--- config.mk ---
export PLATFORM = sky130hd
export DESIGN_NAME = swsc_top
export DESIGN_NICKNAME = d
export VERILOG_FILES = /design/src/common/swsc_pkg.sv /design/src/verilog/swsc_top.sv
export SDC_FILE = /design/constraint.sdc
export NUM_CORES = 1
export LEC_CHECK = 0
export BUFFER_PORTS_ARGS = -buffer_cell sky130_fd_sc_hd__buf_2
export CAP_MARGIN = 0
export CORE_ASPECT_RATIO = 1.4
export CORE_MARGIN = 2
export CORE_UTILIZATION = 48
export CTS_CLUSTER_DIAMETER = 50
export CTS_CLUSTER_SIZE = 10
export DETAILED_ROUTE_END_ITERATION = 10
export HOLD_SLACK_MARGIN = 0.12
export MAX_ROUTING_LAYER = met4
export PLACE_DENSITY = 0.8
export SYNTH_ARGS = -nofsm -noshare
export SYNTH_HDL_FRONTEND = slang
export SYNTH_SLANG_ARGS = --single-unit
export TNS_END_PERCENT = 20
--- constraint.sdc ---
create_clock -name REF_CLK_I -period 2.21 [get_ports REF_CLK_I]
set_input_delay 0.3315 -clock REF_CLK_I [delete_from_list [all_inputs] [get_ports REF_CLK_I]]
set_output_delay 0.3315 -clock REF_CLK_I [all_outputs]
set_load 0.01 [all_outputs]
--- src/common/swsc_pkg.sv ---
package swsc_pkg;
  // Top-level states this block distinguishes; others are handled elsewhere
  typedef enum logic [2:0] {
    SWSC_OTHER,
    SWSC_NORMAL,
    SWSC_TRANS,
    SWSC_SLEEP,
    SWSC_WAKE,
    SWSC_STANDBY
  } swsc_state_t;

  // Requested state codes carried with a state-change command
  localparam logic [1:0] SWSC_REQ_NORMAL  = 2'h0;
  localparam logic [1:0] SWSC_REQ_SLEEP   = 2'h1;
  localparam logic [1:0] SWSC_REQ_STANDBY = 2'h2;
  localparam logic [1:0] SWSC_REQ_WAKE    = 2'h3;

  // Regulator enable vector layout
  localparam int SWSC_REG_W    = 5;
  localparam int SWSC_BIT_STBY = 0;
  localparam int SWSC_BIT_COMM = 1;
  localparam int SWSC_BIT_REF  = 2;
  localparam int SWSC_BIT_TRK1 = 3;
  localparam int SWSC_BIT_TRK2 = 4;
  localparam logic [4:0] SWSC_REG_RST = 5'h00;

  // Supervision vector: window dog, functional dog, error monitor
  localparam int SWSC_SUP_W    = 3;
  localparam logic [2:0] SWSC_SUP_RST = 3'h5;

  // Resume source flag layout
  localparam int SWSC_SRC_W     = 5;
  localparam int SWSC_SRC_CURR  = 0;
  localparam int SWSC_SRC_PRIM  = 1;
  localparam int SWSC_SRC_LEVEL = 2;
  localparam int SWSC_SRC_CMD   = 3;
  localparam int SWSC_SRC_TIMER = 4;
  localparam logic [4:0] SWSC_SRC_RST = 5'h00;
endpackage

--- src/verilog/swsc_top.sv ---
`timescale 1ns/100ps
`default_nettype none
// Operation
// - Standby regulator in sleep keeps the setting it had before sleep.
// - Step-down stage on in sleep/wake; step-up only if pin and input need it.
// - Controller regulator on in sleep; overcurrent raises alert and goes to wake.
// - Comm regulator takes sleep-request setting, frozen during sleep.
// - Reference regulator takes sleep-request setting; writes ignored in sleep.
// - Both trackers take sleep-request setting, frozen until sleep ends.
// - Core supply adjust follows its select pin only during power sequencing.
// - Wake-up timer runs in sleep per its configured enable.
// - Watchdogs in sleep follow the stored sleep configuration.
// - Error monitor in sleep follows the stored sleep configuration.
// - Reset output stays high in sleep and wake.
// - Safe-state outputs stay low in sleep and wake.
// - Current, wake inputs or resume command move sleep or transition to wake.
// - Analog self test from normal moves the device to wake.
// - Every wake entry pulses the alert output.
// - Supervision on wake entry returns to its pre-sleep normal condition.
// - Regulator settings on wake entry return to pre-sleep normal values.
// - In wake, regulator and tracker writes apply immediately.
// - In wake, supervision writes are accepted and applied.
// - Wake-up timer is stopped in wake regardless of its enable.
// - From wake, sleep, standby and normal requests are accepted.
// - Commanded state changes apply only on the select rising edge ending a frame.
// - Enabled wake-up timer expiry in sleep moves to wake.
// - The exit cause from sleep is recorded in resume source flags.
module swsc_top (
  input  wire logic                               REF_CLK_I,
  input  wire logic                               NRST_I,
  input  wire logic                               SEQUENCING_I,
  input  wire logic                               NORMAL_ENTRY_I,
  input  wire logic                               FRAME_END_I,
  input  wire logic                               STATE_REQ_I,
  input  wire logic [1:0]                         STATE_CODE_I,
  input  wire logic [swsc_pkg::SWSC_REG_W-1:0]    SLEEP_REG_CFG_I,
  input  wire logic [swsc_pkg::SWSC_SUP_W-1:0]    SLEEP_SUP_CFG_I,
  input  wire logic                               REG_WR_I,
  input  wire logic [swsc_pkg::SWSC_REG_W-1:0]    REG_WDATA_I,
  input  wire logic                               SUP_WR_I,
  input  wire logic [swsc_pkg::SWSC_SUP_W-1:0]    SUP_WDATA_I,
  input  wire logic                               TIMER_CFG_EN_I,
  input  wire logic                               TIMER_EXPIRED_I,
  input  wire logic                               SELF_TEST_I,
  input  wire logic                               TRANS_DONE_I,
  input  wire logic                               CURRENT_HIGH_I,
  input  wire logic                               PRIMARY_WAKE_I,
  input  wire logic                               LEVEL_RESUME_I,
  input  wire logic                               STEP_UP_SELECT_PIN_I,
  input  wire logic                               INPUT_LOW_I,
  input  wire logic                               CORE_SUPPLY_SELECT_PIN_I,
  input  wire logic                               FLAGS_CLR_I,
  output logic [2:0]                              STATE_O,
  output logic [swsc_pkg::SWSC_REG_W-1:0]         REG_EN_O,
  output logic [swsc_pkg::SWSC_SUP_W-1:0]         SUP_EN_O,
  output logic                                    PRE_REG_STEP_DOWN_O,
  output logic                                    PRE_REG_STEP_UP_O,
  output logic                                    CTRL_REG_EN_O,
  output logic                                    CURRENT_MON_EN_O,
  output logic                                    CORE_SUPPLY_ADJUST_O,
  output logic                                    TIMER_RUN_O,
  output logic                                    RESET_N_O,
  output logic                                    SAFE_STATE_CONTROL_O,
  output logic                                    SAFE_STATE_ONE_O,
  output logic                                    SAFE_STATE_TWO_O,
  output logic                                    ALERT_O,
  output logic [swsc_pkg::SWSC_SRC_W-1:0]         RESUME_SOURCE_FLAGS_O
);

  swsc_pkg::swsc_state_t state_reg, state_next;
  logic [swsc_pkg::SWSC_REG_W-1:0] reg_en_reg, reg_en_next;
  logic [swsc_pkg::SWSC_REG_W-1:0] norm_reg_reg, norm_reg_next;
  logic [swsc_pkg::SWSC_SUP_W-1:0] sup_en_reg, sup_en_next;
  logic [swsc_pkg::SWSC_SUP_W-1:0] norm_sup_reg, norm_sup_next;
  logic [swsc_pkg::SWSC_SRC_W-1:0] flags_reg, flags_next;
  logic                            core_reg, core_next;
  logic                            step_up_reg, step_up_next;
  logic                            timer_run_reg, timer_run_next;
  logic                            alert_reg, alert_next;
  logic                            live_reg, live_next;
  logic                            cmd_ok;
  logic [swsc_pkg::SWSC_SRC_W-1:0] wake_src;
  logic                            wake_ev;

  // Commands count only when the frame's select edge arrives
  assign cmd_ok = STATE_REQ_I & FRAME_END_I;

  // Resume causes, one bit each
  always_comb begin
    wake_src = '0;
    wake_src[swsc_pkg::SWSC_SRC_CURR]  = CURRENT_HIGH_I;
    wake_src[swsc_pkg::SWSC_SRC_PRIM]  = PRIMARY_WAKE_I;
    wake_src[swsc_pkg::SWSC_SRC_LEVEL] = LEVEL_RESUME_I;
    wake_src[swsc_pkg::SWSC_SRC_CMD]   = cmd_ok & (STATE_CODE_I == swsc_pkg::SWSC_REQ_WAKE);
    wake_src[swsc_pkg::SWSC_SRC_TIMER] = TIMER_EXPIRED_I & TIMER_CFG_EN_I
                                         & (state_reg == swsc_pkg::SWSC_SLEEP);
    wake_ev = |wake_src;
  end

  // State machine and setting copies
  always_comb begin
    state_next    = state_reg;
    reg_en_next   = reg_en_reg;
    norm_reg_next = norm_reg_reg;
    sup_en_next   = sup_en_reg;
    norm_sup_next = norm_sup_reg;
    flags_next    = flags_reg;
    alert_next    = 1'b0;
    live_next     = live_reg;
    case (state_reg)
      swsc_pkg::SWSC_OTHER: begin
        if (NORMAL_ENTRY_I) begin
          state_next = swsc_pkg::SWSC_NORMAL;
          live_next  = 1'b1;
        end
      end
      swsc_pkg::SWSC_NORMAL: begin
        if (REG_WR_I) begin
          reg_en_next = REG_WDATA_I;
        end
        if (SUP_WR_I) begin
          sup_en_next = SUP_WDATA_I;
        end
        if (SELF_TEST_I) begin
          state_next = swsc_pkg::SWSC_WAKE;
          alert_next = 1'b1;
        end else if (cmd_ok && STATE_CODE_I == swsc_pkg::SWSC_REQ_SLEEP) begin
          // Keep normal copy, load sleep settings at the accepting edge
          norm_reg_next = reg_en_reg;
          norm_sup_next = sup_en_reg;
          reg_en_next   = SLEEP_REG_CFG_I;
          reg_en_next[swsc_pkg::SWSC_BIT_STBY] = reg_en_reg[swsc_pkg::SWSC_BIT_STBY];
          sup_en_next   = SLEEP_SUP_CFG_I;
          state_next    = swsc_pkg::SWSC_TRANS;
        end else if (cmd_ok && STATE_CODE_I == swsc_pkg::SWSC_REQ_STANDBY) begin
          state_next = swsc_pkg::SWSC_STANDBY;
        end
      end
      swsc_pkg::SWSC_TRANS, swsc_pkg::SWSC_SLEEP: begin
        // Writes are ignored here; settings stay frozen until exit
        if (wake_ev) begin
          state_next  = swsc_pkg::SWSC_WAKE;
          alert_next  = 1'b1;
          reg_en_next = norm_reg_reg;
          sup_en_next = norm_sup_reg;
          flags_next  = flags_reg | wake_src;
        end else if (state_reg == swsc_pkg::SWSC_TRANS && TRANS_DONE_I) begin
          state_next = swsc_pkg::SWSC_SLEEP;
        end
      end
      swsc_pkg::SWSC_WAKE: begin
        if (REG_WR_I) begin
          reg_en_next = REG_WDATA_I;
        end
        if (SUP_WR_I) begin
          sup_en_next = SUP_WDATA_I;
        end
        if (cmd_ok && STATE_CODE_I == swsc_pkg::SWSC_REQ_NORMAL) begin
          state_next = swsc_pkg::SWSC_NORMAL;
        end else if (cmd_ok && STATE_CODE_I == swsc_pkg::SWSC_REQ_SLEEP) begin
          norm_reg_next = reg_en_reg;
          norm_sup_next = sup_en_reg;
          reg_en_next   = SLEEP_REG_CFG_I;
          reg_en_next[swsc_pkg::SWSC_BIT_STBY] = reg_en_reg[swsc_pkg::SWSC_BIT_STBY];
          sup_en_next   = SLEEP_SUP_CFG_I;
          state_next    = swsc_pkg::SWSC_TRANS;
        end else if (cmd_ok && STATE_CODE_I == swsc_pkg::SWSC_REQ_STANDBY) begin
          state_next = swsc_pkg::SWSC_STANDBY;
        end
      end
      default: begin
        // Standby exit is outside this block
        state_next = state_reg;
      end
    endcase
    // Clear by software, but a new cause in the same cycle wins
    if (FLAGS_CLR_I) begin
      flags_next = wake_ev && (state_reg == swsc_pkg::SWSC_SLEEP ||
                               state_reg == swsc_pkg::SWSC_TRANS) ? wake_src : '0;
    end
  end

  // Pin-derived and state-derived enables
  always_comb begin
    core_next      = SEQUENCING_I ? CORE_SUPPLY_SELECT_PIN_I : core_reg;
    step_up_next   = STEP_UP_SELECT_PIN_I & INPUT_LOW_I;
    timer_run_next = (state_next == swsc_pkg::SWSC_SLEEP) & TIMER_CFG_EN_I;
  end

  // Registers
  always_ff @(posedge REF_CLK_I) begin
    if (!NRST_I) begin
      state_reg     <= swsc_pkg::SWSC_OTHER;
      reg_en_reg    <= swsc_pkg::SWSC_REG_RST;
      norm_reg_reg  <= swsc_pkg::SWSC_REG_RST;
      sup_en_reg    <= swsc_pkg::SWSC_SUP_RST;
      norm_sup_reg  <= swsc_pkg::SWSC_SUP_RST;
      flags_reg     <= swsc_pkg::SWSC_SRC_RST;
      core_reg      <= 1'b0;
      step_up_reg   <= 1'b0;
      timer_run_reg <= 1'b0;
      alert_reg     <= 1'b0;
      live_reg      <= 1'b0;
    end else begin
      state_reg     <= state_next;
      reg_en_reg    <= reg_en_next;
      norm_reg_reg  <= norm_reg_next;
      sup_en_reg    <= sup_en_next;
      norm_sup_reg  <= norm_sup_next;
      flags_reg     <= flags_next;
      core_reg      <= core_next;
      step_up_reg   <= step_up_next;
      timer_run_reg <= timer_run_next;
      alert_reg     <= alert_next;
      live_reg      <= live_next;
    end
  end

  // Outputs straight from flip-flops; safe-state high only in normal
  logic ss_reg, ss_next, rst_reg, rst_next, on_reg, on_next;
  logic cur_mon_reg, cur_mon_next;
  always_comb begin
    ss_next      = (state_next == swsc_pkg::SWSC_NORMAL);
    rst_next     = live_next & (state_next != swsc_pkg::SWSC_STANDBY);
    on_next      = live_next & (state_next != swsc_pkg::SWSC_STANDBY);
    // Load current is watched in the transition, sleep and wake states
    cur_mon_next = (state_next == swsc_pkg::SWSC_TRANS) |
                   (state_next == swsc_pkg::SWSC_SLEEP) |
                   (state_next == swsc_pkg::SWSC_WAKE);
  end

  always_ff @(posedge REF_CLK_I) begin
    if (!NRST_I) begin
      ss_reg      <= 1'b0;
      rst_reg     <= 1'b0;
      on_reg      <= 1'b0;
      cur_mon_reg <= 1'b0;
    end else begin
      ss_reg      <= ss_next;
      rst_reg     <= rst_next;
      on_reg      <= on_next;
      cur_mon_reg <= cur_mon_next;
    end
  end

  assign STATE_O               = state_reg;
  assign REG_EN_O              = reg_en_reg;
  assign SUP_EN_O              = sup_en_reg;
  assign PRE_REG_STEP_DOWN_O   = on_reg;
  assign PRE_REG_STEP_UP_O     = step_up_reg;
  assign CTRL_REG_EN_O         = on_reg;
  assign CURRENT_MON_EN_O      = cur_mon_reg;
  assign CORE_SUPPLY_ADJUST_O  = core_reg;
  assign TIMER_RUN_O           = timer_run_reg;
  assign RESET_N_O             = rst_reg;
  assign SAFE_STATE_CONTROL_O  = ss_reg;
  assign SAFE_STATE_ONE_O      = ss_reg;
  assign SAFE_STATE_TWO_O      = ss_reg;
  assign ALERT_O               = alert_reg;
  assign RESUME_SOURCE_FLAGS_O = flags_reg;

  // Checks
  AST_WAKE_ALERT: assert property (@(posedge REF_CLK_I) disable iff (!NRST_I)
    (state_reg != swsc_pkg::SWSC_WAKE) ##1 (state_reg == swsc_pkg::SWSC_WAKE) |-> ALERT_O)
    else $error("No alert on wake entry");
  AST_RESTORE: assert property (@(posedge REF_CLK_I) disable iff (!NRST_I)
    (state_reg == swsc_pkg::SWSC_SLEEP && wake_ev) |=> (REG_EN_O == $past(norm_reg_reg)))
    else $error("Regulators not restored");
  AST_SUP_RESTORE: assert property (@(posedge REF_CLK_I) disable iff (!NRST_I)
    (state_reg == swsc_pkg::SWSC_SLEEP && wake_ev) |=> (SUP_EN_O == $past(norm_sup_reg)))
    else $error("Supervision not restored");
  AST_FROZEN: assert property (@(posedge REF_CLK_I) disable iff (!NRST_I)
    (state_reg == swsc_pkg::SWSC_SLEEP && !wake_ev) |=> $stable(REG_EN_O))
    else $error("Settings changed in sleep");
  AST_TIMER_WAKE: assert property (@(posedge REF_CLK_I) disable iff (!NRST_I)
    (state_reg == swsc_pkg::SWSC_WAKE) ##1 (state_reg == swsc_pkg::SWSC_WAKE) |-> !TIMER_RUN_O)
    else $error("Timer runs in wake");
  AST_SAFE_LOW: assert property (@(posedge REF_CLK_I) disable iff (!NRST_I)
    (state_reg == swsc_pkg::SWSC_SLEEP) |-> !SAFE_STATE_ONE_O && !SAFE_STATE_TWO_O)
    else $error("Safe state high in sleep");
  AST_RESET_HIGH: assert property (@(posedge REF_CLK_I) disable iff (!NRST_I)
    (state_reg == swsc_pkg::SWSC_WAKE) |-> RESET_N_O)
    else $error("Reset asserted in wake");
  AST_CMD_EDGE: assert property (@(posedge REF_CLK_I) disable iff (!NRST_I)
    (state_reg == swsc_pkg::SWSC_NORMAL && !FRAME_END_I && !SELF_TEST_I)
      |=> state_reg == swsc_pkg::SWSC_NORMAL)
    else $error("State changed without frame end");
  AST_FLAGS: assert property (@(posedge REF_CLK_I) disable iff (!NRST_I)
    (state_reg == swsc_pkg::SWSC_SLEEP && CURRENT_HIGH_I)
      |=> RESUME_SOURCE_FLAGS_O[swsc_pkg::SWSC_SRC_CURR])
    else $error("Current cause not recorded");

  // Sleep keeps the controller supply and its load monitor running
  AST_CUR_MON: assert property (@(posedge REF_CLK_I) disable iff (!NRST_I)
    (state_reg == swsc_pkg::SWSC_SLEEP) |-> CURRENT_MON_EN_O && CTRL_REG_EN_O)
    else $error("Controller supply or monitor off in sleep");

  // Step-down stage never drops out in the low-power pair of states
  AST_STEP_DOWN: assert property (@(posedge REF_CLK_I) disable iff (!NRST_I)
    (state_reg == swsc_pkg::SWSC_SLEEP || state_reg == swsc_pkg::SWSC_WAKE)
      |-> PRE_REG_STEP_DOWN_O)
    else $error("Step-down stage off in sleep or wake");

  // Step-up only follows a selected pin and a low input
  AST_STEP_UP: assert property (@(posedge REF_CLK_I) disable iff (!NRST_I)
    PRE_REG_STEP_UP_O |-> $past(STEP_UP_SELECT_PIN_I) && $past(INPUT_LOW_I))
    else $error("Step-up stage on without selection");

  // The select pin is ignored once sequencing is over
  AST_CORE_HOLD: assert property (@(posedge REF_CLK_I) disable iff (!NRST_I)
    !SEQUENCING_I |=> $stable(CORE_SUPPLY_ADJUST_O))
    else $error("Core supply adjust moved outside sequencing");

  // Timer in sleep runs exactly as configured
  AST_TIMER_SLEEP: assert property (@(posedge REF_CLK_I) disable iff (!NRST_I)
    (state_reg == swsc_pkg::SWSC_SLEEP) |-> TIMER_RUN_O == $past(TIMER_CFG_EN_I))
    else $error("Timer run differs from its enable in sleep");

  // Alert is a single-cycle pulse, so the controller sees one event per entry
  AST_ALERT_PULSE: assert property (@(posedge REF_CLK_I) disable iff (!NRST_I)
    ALERT_O |=> !ALERT_O)
    else $error("Alert held longer than one cycle");

  // A sleep request never touches the standby regulator setting
  AST_STBY_KEEP: assert property (@(posedge REF_CLK_I) disable iff (!NRST_I)
    (state_reg == swsc_pkg::SWSC_NORMAL && cmd_ok && !SELF_TEST_I &&
     STATE_CODE_I == swsc_pkg::SWSC_REQ_SLEEP)
      |=> $stable(REG_EN_O[swsc_pkg::SWSC_BIT_STBY]))
    else $error("Standby regulator changed by sleep request");

  // Sleep supervision comes from the request, not from the normal setting
  AST_SUP_LOAD: assert property (@(posedge REF_CLK_I) disable iff (!NRST_I)
    (state_reg == swsc_pkg::SWSC_NORMAL && cmd_ok && !SELF_TEST_I &&
     STATE_CODE_I == swsc_pkg::SWSC_REQ_SLEEP)
      |=> SUP_EN_O == $past(SLEEP_SUP_CFG_I))
    else $error("Sleep supervision not loaded");

  // Wake writes land on the very next edge
  AST_WAKE_WRITE: assert property (@(posedge REF_CLK_I) disable iff (!NRST_I)
    (state_reg == swsc_pkg::SWSC_WAKE && REG_WR_I && !cmd_ok)
      |=> REG_EN_O == $past(REG_WDATA_I))
    else $error("Regulator write in wake not applied");

  // Supervision writes in wake are taken as well
  AST_SUP_WRITE: assert property (@(posedge REF_CLK_I) disable iff (!NRST_I)
    (state_reg == swsc_pkg::SWSC_WAKE && SUP_WR_I && !cmd_ok)
      |=> SUP_EN_O == $past(SUP_WDATA_I))
    else $error("Supervision write in wake not applied");

  // Wake keeps the application safe on all three lines
  AST_SAFE_WAKE: assert property (@(posedge REF_CLK_I) disable iff (!NRST_I)
    (state_reg == swsc_pkg::SWSC_WAKE)
      |-> !SAFE_STATE_CONTROL_O && !SAFE_STATE_ONE_O && !SAFE_STATE_TWO_O)
    else $error("Safe state high in wake");

endmodule // swsc_top
`default_nettype wire
* Yosys cells after proc, flatten, opt, wreduce, memory -nomap -nowiden
Cells that the tools add are included.
** Cells by class
- Bitwise logic cells :: 10
- Reduce and logical (&&, ||, !) cells :: 17
- Eq/ne operators :: 15
- Muxes and demuxes :: 37
** Operators by type and width (count)
- $mux 5 :: 12
- $mux 3 :: 15
- $pmux 5 s3 :: 1
- $eq 3x2->1 const B :: 4
- $pmux 3 s4 :: 1
- $pmux 5 s2 :: 1
- $pmux 3 s3 :: 1
- $and 1x1->1 :: 7
- $eq 3x1->1 const B :: 2
- $eq 3x3->1 const B :: 2
- $ne 2x2->1 const B :: 3
- $pmux 3 s2 :: 1
- $reduce_bool 2->1 :: 3
- $logic_and 1x1->1 :: 5
- $or 5x5->5 :: 1
- $reduce_or 5->1 :: 1
- $eq 2x2->1 const B :: 2
- $mux 1 :: 4
- $reduce_and 2->1 :: 2
- $logic_not 3->1 :: 1
- $ne 3x3->1 const B :: 1
- $reduce_and 3->1 :: 1
- $reduce_bool 3->1 :: 1
- $eq 2x1->1 const B :: 1
- 5 further kinds :: 6
** Word-level totals
- Output and inout port bits :: 27
- Input port bits :: 37
- Word-level logic and storage cells :: 93
- Register bits :: 32

* Depth between registers and ports, before layout
Gate-level depths: netlist of run 1.
- Depth after elaboration :: 9
- Depth in mapped cells :: 7
- Mapped depth without buffers :: 5

* Worst setup path after synthesis of run 1
Ideal clock, no wire load.
- Kind :: register to register
- From :: reg state_reg[0], in the netlist STATE_O[0]
- To :: reg reg_en_reg (netlist bit REG_EN_O[2])
- Stages on the path, launching flop included :: 7
- Clock period less this slack :: 1597 ps
- Arrival :: 1464 ps
- Buffers on the path :: 1
- Data required time :: 2076 ps
- Setup slack :: 613 ps
- Cell sequence :: dfxtp_1 -> buf_6 -> or3b_4 -> a21oi_2 -> nor2_2 -> a222oi_1 -> a211oi_1
** On the way
- Cells in the longest elaborated chain, start to end :: 5
- Elaborated cells on any way between the ends :: 11
- Those cells by class :: 5 x eq/ne; 1 x mux; 1 x bitwise; 4 x reduce/logical
** Ends and longest elaborated chain
- from (decl) :: RTL line swsc_top.sv:70 : swsc_pkg::swsc_state_t state_reg, state_next;
- from (signal assigned) :: RTL line swsc_top.sv:193 : state_reg <= swsc_pkg::SWSC_OTHER;
- from (signal assigned) :: RTL line swsc_top.sv:205 : state_reg <= state_next;
- $eq 3x2->1 :: RTL line swsc_top.sv:96, swsc_top.sv:110
- $and 1x1->1 :: RTL line swsc_top.sv:96 : & (state_reg == swsc_pkg::SWSC_SLEEP);
- $reduce_or 5->1 :: RTL line swsc_top.sv:97 : wake_ev = |wake_src;
- $ne 2x2->1 (no line)
- $reduce_and 2->1 (no line)
- to (signal assigned) :: RTL line swsc_top.sv:194 : reg_en_reg <= swsc_pkg::SWSC_REG_RST;
- to (signal assigned) :: RTL line swsc_top.sv:206 : reg_en_reg <= reg_en_next;
- to (decl) :: RTL line swsc_top.sv:71 : logic [swsc_pkg::SWSC_REG_W-1:0] reg_en_reg, reg_en_next;
Several ways; a longest one is shown, not always the timed one.
A chain may end at the register's enable or synchronous reset.

* Final worst setup path of run 1
- From :: reg state_reg[1], in the netlist STATE_O[1]
- To :: reg on_reg, in the netlist CTRL_REG_EN_O
** On the way
- Cells in the longest elaborated chain, start to end :: 7
- Elaborated cells on any way between the ends :: 20
- Those cells by class :: 5 x eq/ne; 9 x mux; 2 x bitwise; 4 x reduce/logical
** Ends and longest elaborated chain
- $eq 3x2->1 (on tied branches) :: RTL line swsc_top.sv:96, swsc_top.sv:110, swsc_top.sv:147
- $and 1x1->1 / $logic_and 1x1->1 (equally long branches) :: RTL line swsc_top.sv:96, swsc_top.sv:147
- $reduce_or 5->1 / $mux 3 (equally long branches) :: RTL line swsc_top.sv:97, swsc_top.sv:147
- $mux 3 :: RTL line swsc_top.sv:141 : if (wake_ev) begin
- $pmux 3 s4 :: RTL line swsc_top.sv:110 : case (state_reg)
- $ne 3x3->1 :: RTL line swsc_top.sv:225 : on_next = live_next & (state_next != swsc_pkg::SWSC_STANDBY);
- $and 1x1->1 * :: RTL line swsc_top.sv:225
- to (signal assigned) :: RTL line swsc_top.sv:241 : on_reg <= on_next;
- to (decl) :: RTL line swsc_top.sv:220 : logic ss_reg, ss_next, rst_reg, rst_next, on_reg, on_next;
Mark *: on every way between the ends. The rest lies on a longest branch, timed or not.

==> impl_results.md, run 1 <==
* Inserted Clock Buffers at 5
* Slew headroom at 0.637
* Final slew viol count at 0
* Vias in the first global route at ~1500
* Final min period at about 1.9 ns
* Register Area at 641 um2
* Clock transition at the registers of the reported paths at roughly 0.070 ns
* WS Path Type: flip-flop to flip-flop
* Post-CTS setup buffer count at 0
* I/O pins at 64
* Via Count at roughly 1600
* CP Cell Sequence: nor2b_1 > buf_4 > nand4_1 > a21oi_1 > o22ai_1 > o31a_1
* Switching Share at 0.283
* Routability Congestion at 0.870
* # setup viols final at 0
* Async S/R FF share, synth at 0
* Pre-antenna DRT Iters at 5
* Layout Cells excl Fill at 280
* Commonest non-fill, non-tap cell in the layout: buf_2
* Number of antenna diodes at 0
* Crit path buffers/inverters at 1
* HPWL after DPL at 3060 um
* Seq cells post-synth at 32
* Clock Tree Buf Depth at 2
* Die ar. at approximately 0.0039 mm2
* Final period utilization at 0.852
* Arrival time worst endpoint at 2.07 ns
* Die W at 53.0 um
* Register area share after synthesis at 0.396
* Hold Vio Cnt, Final at 0
* Int Pwr at 1.11 mW
* Std-Cell Rows at 24
* TritonCTS clock tree: yes
* Final wirelength at 4100 um
* Synthesis Warnings at 0
* Crit Path Max Fanout at 12
* Synth area leaders: dfxtp_1, mux2i_1, nor2_1
* Total congestion overflow at 0
* Cts hold-fix bufs at 0
* Critical path launch point type: flip-flop
* Mapped Area at 0.00162 mm2
* Initial core utilization at 0.513
* Area Overhead vs Synth at 25.2%
* Worst Tran Pin Value at 0.538 ns
* Htree depth at 2
* Part of the power in the clock network at 0.362
* P_leak at 0.969 nW
* Post-cts sizing count at 0
* Initial antenna violation count at 0
* Fin Clk Skew at 0.00316 ns
* Antenna viol nets, final at 0
* First-pass GRT wire length at 6470 um
* Share of post-route cells with drive strength above 1 at 0.369
* Top cell type's share of synthesized area at 0.396
* DRC violations left at 0
* Ratio of total power to cell area at 763 mW/mm2
* Status: finished, final reports clean
* Worst vdd ir at 514 uV
* Setup TNS at 0 ns
* All-Layer GR Usage at 0.233
* CP max stage cell: dfxtp_1
* Post-Synthesis Cells at 180
* Post-synth EDFFs at 0
* Comb power frac at 0.209
* Share of power burned in registers at 0.429
* Max Clock Freq at 531 MHz
* Mapped Nets at 217
* Worst skew pair latency at about 0.30 ns
* Input/output buffers at 62
* Primary FF master, synth: dfxtp_1
* Max-Cap Viols at 0
* DRT iter0 DRCs at 67
* Fillers at roughly 290
* Vias per cell at between 5 and 6
* Min-delay worst type: input pin to flip-flop
* Final #Nets at 277
* Clock Root Buffer: clkbuf_8
* P_sw at ~0.44 mW
* Core Footprint at 0.00315 mm2
* Netlist cell types at 44
* Mean Syn Cell Area at 8.98 um2
* Most frequent cells in the layout: buf_2, dfxtp_1, nor2_1
* Footprint of the multi-input gates at 846 um2
* Synth area leader: dfxtp_1
* Die span in y at 72.7 um
* CTS sink cnt at 32
* Dpl ws at 0.373 ns
* Final WS setup at 0.326 ns
* Flop2flop setup slack at about 0.33 ns
* Unrepaired setup endpoints after global routing: false
* Max stage delay on crit path at approximately 0.54 ns
* Cells after DPL at 272
* Crit path max-delay family: compound AO/OA/AOI/OAI gates
* CP required at 2.40 ns
* Endpoint class of the critical path: flip-flop
* Largest net degree at the start of global routing at 14
* DR WL/cell at around 15 um
[per-layer routing]
metal	wire length, um	part of all wire	up-vias	GRT usage
met1	1560	0.38	722	0.251
met4	112	0.027	0	0.123
met5	0	0	-	-
met3	273	0.067	11	0.0656
met2	2150	0.52	67	0.379
li1	-	-	771	-
[worst register-to-register path, cell delays in order (launching register included)]
cell and delay [ns]:
dfxtp_1 0.54, nor2b_1 0.22, buf_4 0.18, nand4_1 0.16, a21oi_1 0.23, o22ai_1 0.13
o31a_1 0.32
[cells by family after synthesis]
family / Yosys count / share of synthesized area
XOR/XNOR: 1 / 0.00542
AND/OR/NAND/NOR: 64 / 0.197
AO/OA/AOI/OAI: 44 / 0.216
buffers and inverters: 23 / 0.0805
flip-flops: 32 / 0.396
multiplexers: 16 / 0.104
[Yosys cell counts, drive strengths merged (4+ instances only)]
cell type and count:
a211oi 7, a21oi 10, a222oi 7, buf 11, dfxtp 32, inv 9, mux2 7, mux2i 9
nand2 13, nand2b 4, nand3 4, nor2 24, nor2b 5
[worst paths after layout]
path / start / to / depth (start not counted)
setup / recovery: STATE_O[1] / CTRL_REG_EN_O / 6
hold / removal: INPUT_LOW_I / PRE_REG_STEP_UP_O / 2
setup reg to reg: STATE_O[1] / CTRL_REG_EN_O / 6
hold reg to reg: RESUME_SOURCE_FLAGS_O[3] / RESUME_SOURCE_FLAGS_O[3] / 2
[layout make-up]
type                            count  share of cell area
Clock inverter                      2              0.0173
Clock buffer                        6              0.0358
Timing Repair Buffer               67               0.172
Sequential cell                    32               0.316
Multi-Input combinational cell    125               0.418
Tap cell                           39              0.0241
Inverter                            9              0.0167
[through the flow]
step,hold slack [ns],instance area [um2],utilization,total power [mW]
3_3_place_gp,0.458,1920,0.608,0.985
6_report,0.259,2020,0.642,1.55
2_1_floorplan,0.393,1620,-,0.890
5_1_grt,0.278,2020,0.642,1.61
4_1_cts,0.263,2020,0.642,1.55
3_5_place_dp,0.459,1920,0.608,0.994
[power by group through the flow]
stage	combinational (mW)	sequential, mW	clock (mW)
floorplan	0.206	0.683	0
global placement	0.312	0.673	0
detailed placement	0.321	0.674	0
CTS	0.323	0.661	0.562
global route	0.355	0.670	0.586
finish	0.323	0.663	0.559
Note: power is estimated with default switching activity, not from simulation.
==> inputs of run 2 (changes only) <==
ABC_CLOCK_PERIOD_IN_PS = 2210   (was unset)
CELL_PAD_IN_SITES_DETAIL_PLACEMENT = 1   (was unset)
CELL_PAD_IN_SITES_GLOBAL_PLACEMENT = 1   (was unset)
CORE_ASPECT_RATIO = 1.1   (was 1.4)
CORE_UTILIZATION = 35   (was 48)
==> impl_results.md, run 2 (same netlist as run 1, synthesis figures left out) <==
* Max stage delay on crit path at 0.42 ns (-0.12 ns)
* Fillers at 558 (+94%)
* Endpoint class of the critical path: flip-flop
* Post-cts sizing count at 0 (unchanged)
* Grt met2 use at 0.299 (-0.0800)
* Status: finished, final reports clean
* TritonCTS clock tree: yes
* DRC violations left at 0 (unchanged)
* Final period utilization at 0.848 (-0.00438)
* Initial core utilization at 0.369 (-0.144)
* Die W at 68.8 um (+30%)
* Met3 GRT Util at 0.0404 (-0.0252)
* Core Footprint at 0.00438 mm2 (+39%)
* All-Layer GR Usage at 0.183 (-0.0499)
* Footprint of the multi-input gates at 846 um2 (unchanged)
* Layout Cells excl Fill at 296 (+5.7%)
* WS Path Type: flip-flop to flip-flop
* Worst vdd ir at 426 uV (-17%)
* Crit path buffers/inverters at 0 (-1)
* RR Endpoint: CTRL_REG_EN_O
* Final WS setup at 0.336 ns (+0.00968 ns)
* Placed inst area at 0.00195 mm2 (+1.8%)
* Area Overhead vs Synth at 25.5%
* Vias in the first global route at 1468 (-0.54%)
* Die span in y at 75.3 um (+3.6%)
* Max Clock Freq at 534 MHz (+0.52%)
* Register Area at 641 um2 (unchanged)
* Fin Clk Skew at 0.00188 ns (-0.00128 ns)
* Cts hold-fix bufs at 0 (unchanged)
* Post-CTS setup buffer count at 0 (unchanged)
* Number of antenna diodes at 0 (unchanged)
* CTS sink cnt at 32 (unchanged)
* Hold path start: INPUT_LOW_I
* R2R cell count at 5 (-1)
* Min-Delay Endpoint: PRE_REG_STEP_UP_O
* Htree depth at 2 (unchanged)
* Most frequent cells in the layout: buf_2, dfxtp_1, nor2_1
* Std-Cell Rows at 25 (+4.2%)
* Initial antenna violation count at 0 (unchanged)
* I/O pins at 64 (unchanged)
* DRT iter0 DRCs at 81 (+21%)
* Cells after DPL at 289 (+6.3%)
* First-pass GRT wire length at 6740 um (+4.3%)
* Critical path launch point type: flip-flop
* Cell area after layout at 0.00203 mm2 (+0.19%)
* Crit path max-delay family: compound AO/OA/AOI/OAI gates
* Global routing's busiest layer: met2
* Final slew viol count at 0 (unchanged)
* # setup viols final at 0 (unchanged)
* Flop2flop setup slack at 0.34 ns (about the same)
* Input/output buffers at 62 (unchanged)
* Final #Nets at 279 (+0.72%)
* Final min period at 1.87 ns (-0.00968 ns)
* Total congestion overflow at 0 (unchanged)
* Share of post-route cells with drive strength above 1 at 0.372 (+0.00261)
* HPWL after DPL at 3360 um (+10%)
* Die ar. at 0.00518 mm2 (+34%)
* GRT met1 Usage at 0.219 (-0.0320)
* WHS Path Cells at 2 (unchanged)
* CP Cell Sequence: nor2b_1 > nand4_1 > a21oi_1 > o22ai_1 > o31a_1
* Arrival time worst endpoint at 2.04 ns (-0.03 ns)
* Clock transition at the registers of the reported paths at 0.06 ns (about the same)
* Dpl ws at 0.349 ns (-0.0241 ns)
* Ratio of total power to cell area at 693 mW/mm2 (-9.2%)
* R2r startpoint: STATE_O[2]
* Unrepaired setup endpoints after global routing: false
* P_leak at 0.966 nW (-0.33%)
* Via Count at 1562 (-0.57%)
* Slew headroom at 0.695 (+0.0581)
* Min-delay worst type: input pin to flip-flop
* Clock Tree Buf Depth at 2 (unchanged)
* Hold Vio Cnt, Final at 0 (unchanged)
* Max-Cap Viols at 0 (unchanged)
* Final wirelength at 4340 um (+5.7%)
* CP max stage cell: nor2b_1
* Commonest non-fill, non-tap cell in the layout: buf_2
* Crit Path Max Fanout at 9 (-3)
* Largest net degree at the start of global routing at 14 (unchanged)
* Vias per cell at 5.28 (-5.9%)
* Antenna viol nets, final at 0 (unchanged)
* Setup TNS at 0 ns (unchanged)
* Clock Root Buffer: clkbuf_8
* DR WL/cell at 14.6 um (about the same)
* Worst Tran Pin Value at 0.457 ns (-0.0811 ns)
* CP required at 2.38 ns (-0.02 ns)
* Pre-antenna DRT Iters at 4 (-1)
* Routability Congestion at 0.786 (-9.7%)
* Worst skew pair latency at 0.28 ns (-0.02 ns)
* Inserted Clock Buffers at 5 (unchanged)
-- run 2: how the worst max path moves through the flow --
stage	from	to	slack [ns]	cells after the start
after floorplan	STATE_O[0]	REG_EN_O[2]	0.61	6
after global placement	STATE_O[2]	CTRL_REG_EN_O	0.36	5
after detailed placement	STATE_O[2]	CTRL_REG_EN_O	0.35	5
after CTS	STATE_O[2]	REG_EN_O[3]	0.32	6
after global routing	STATE_O[2]	CTRL_REG_EN_O	0.15	5
final	STATE_O[2]	CTRL_REG_EN_O	0.34	5
-- run 2: worst register-to-register path, stage by stage, from the launching register on --
cell and delay (ns):
dfxtp_1 0.41, nor2b_1 0.42, nand4_1 0.22, a21oi_1 0.25, o22ai_1 0.14, o31a_1 0.33
-- run 2: layout make-up --
type	instances	share of cell area
Inverter	9	0.0167
Tap cell	54	0.0333
Clock inverter	1	0.00247
Clock buffer	6	0.0358
Multi-Input combinational cell	125	0.417
Sequential cell	32	0.316
Timing Repair Buffer	69	0.179
-- run 2: metal layers --
layer / wire length [um] / part of all wire
met1: 1870 / 0.43
met2: 2210 / 0.51
met3: 215 / 0.050
met4: 36 / 0.0083
met5: 0 / 0
-- run 2: through the flow --
step / power, mW / util / hold slack [ns]
CTS: 1.42 / 0.463 / 0.268
finish: 1.41 / 0.463 / 0.279
global route: 1.48 / 0.463 / 0.275
floorplan: 0.890 / - / 0.393
detailed placement: 1.00 / 0.445 / 0.476
global placement: 0.989 / 0.445 / 0.462
-- run 2: where the power goes --
| part | switching, mW | internal, mW | leakage [nW] |
|---|---|---|---|
| Sequential | 0.0437 | 0.621 | 0.261 |
| Clock | 0.204 | 0.214 | 0.0410 |
| Combinational | 0.170 | 0.152 | 0.664 |
| Total | 0.418 | 0.987 | 0.966 |
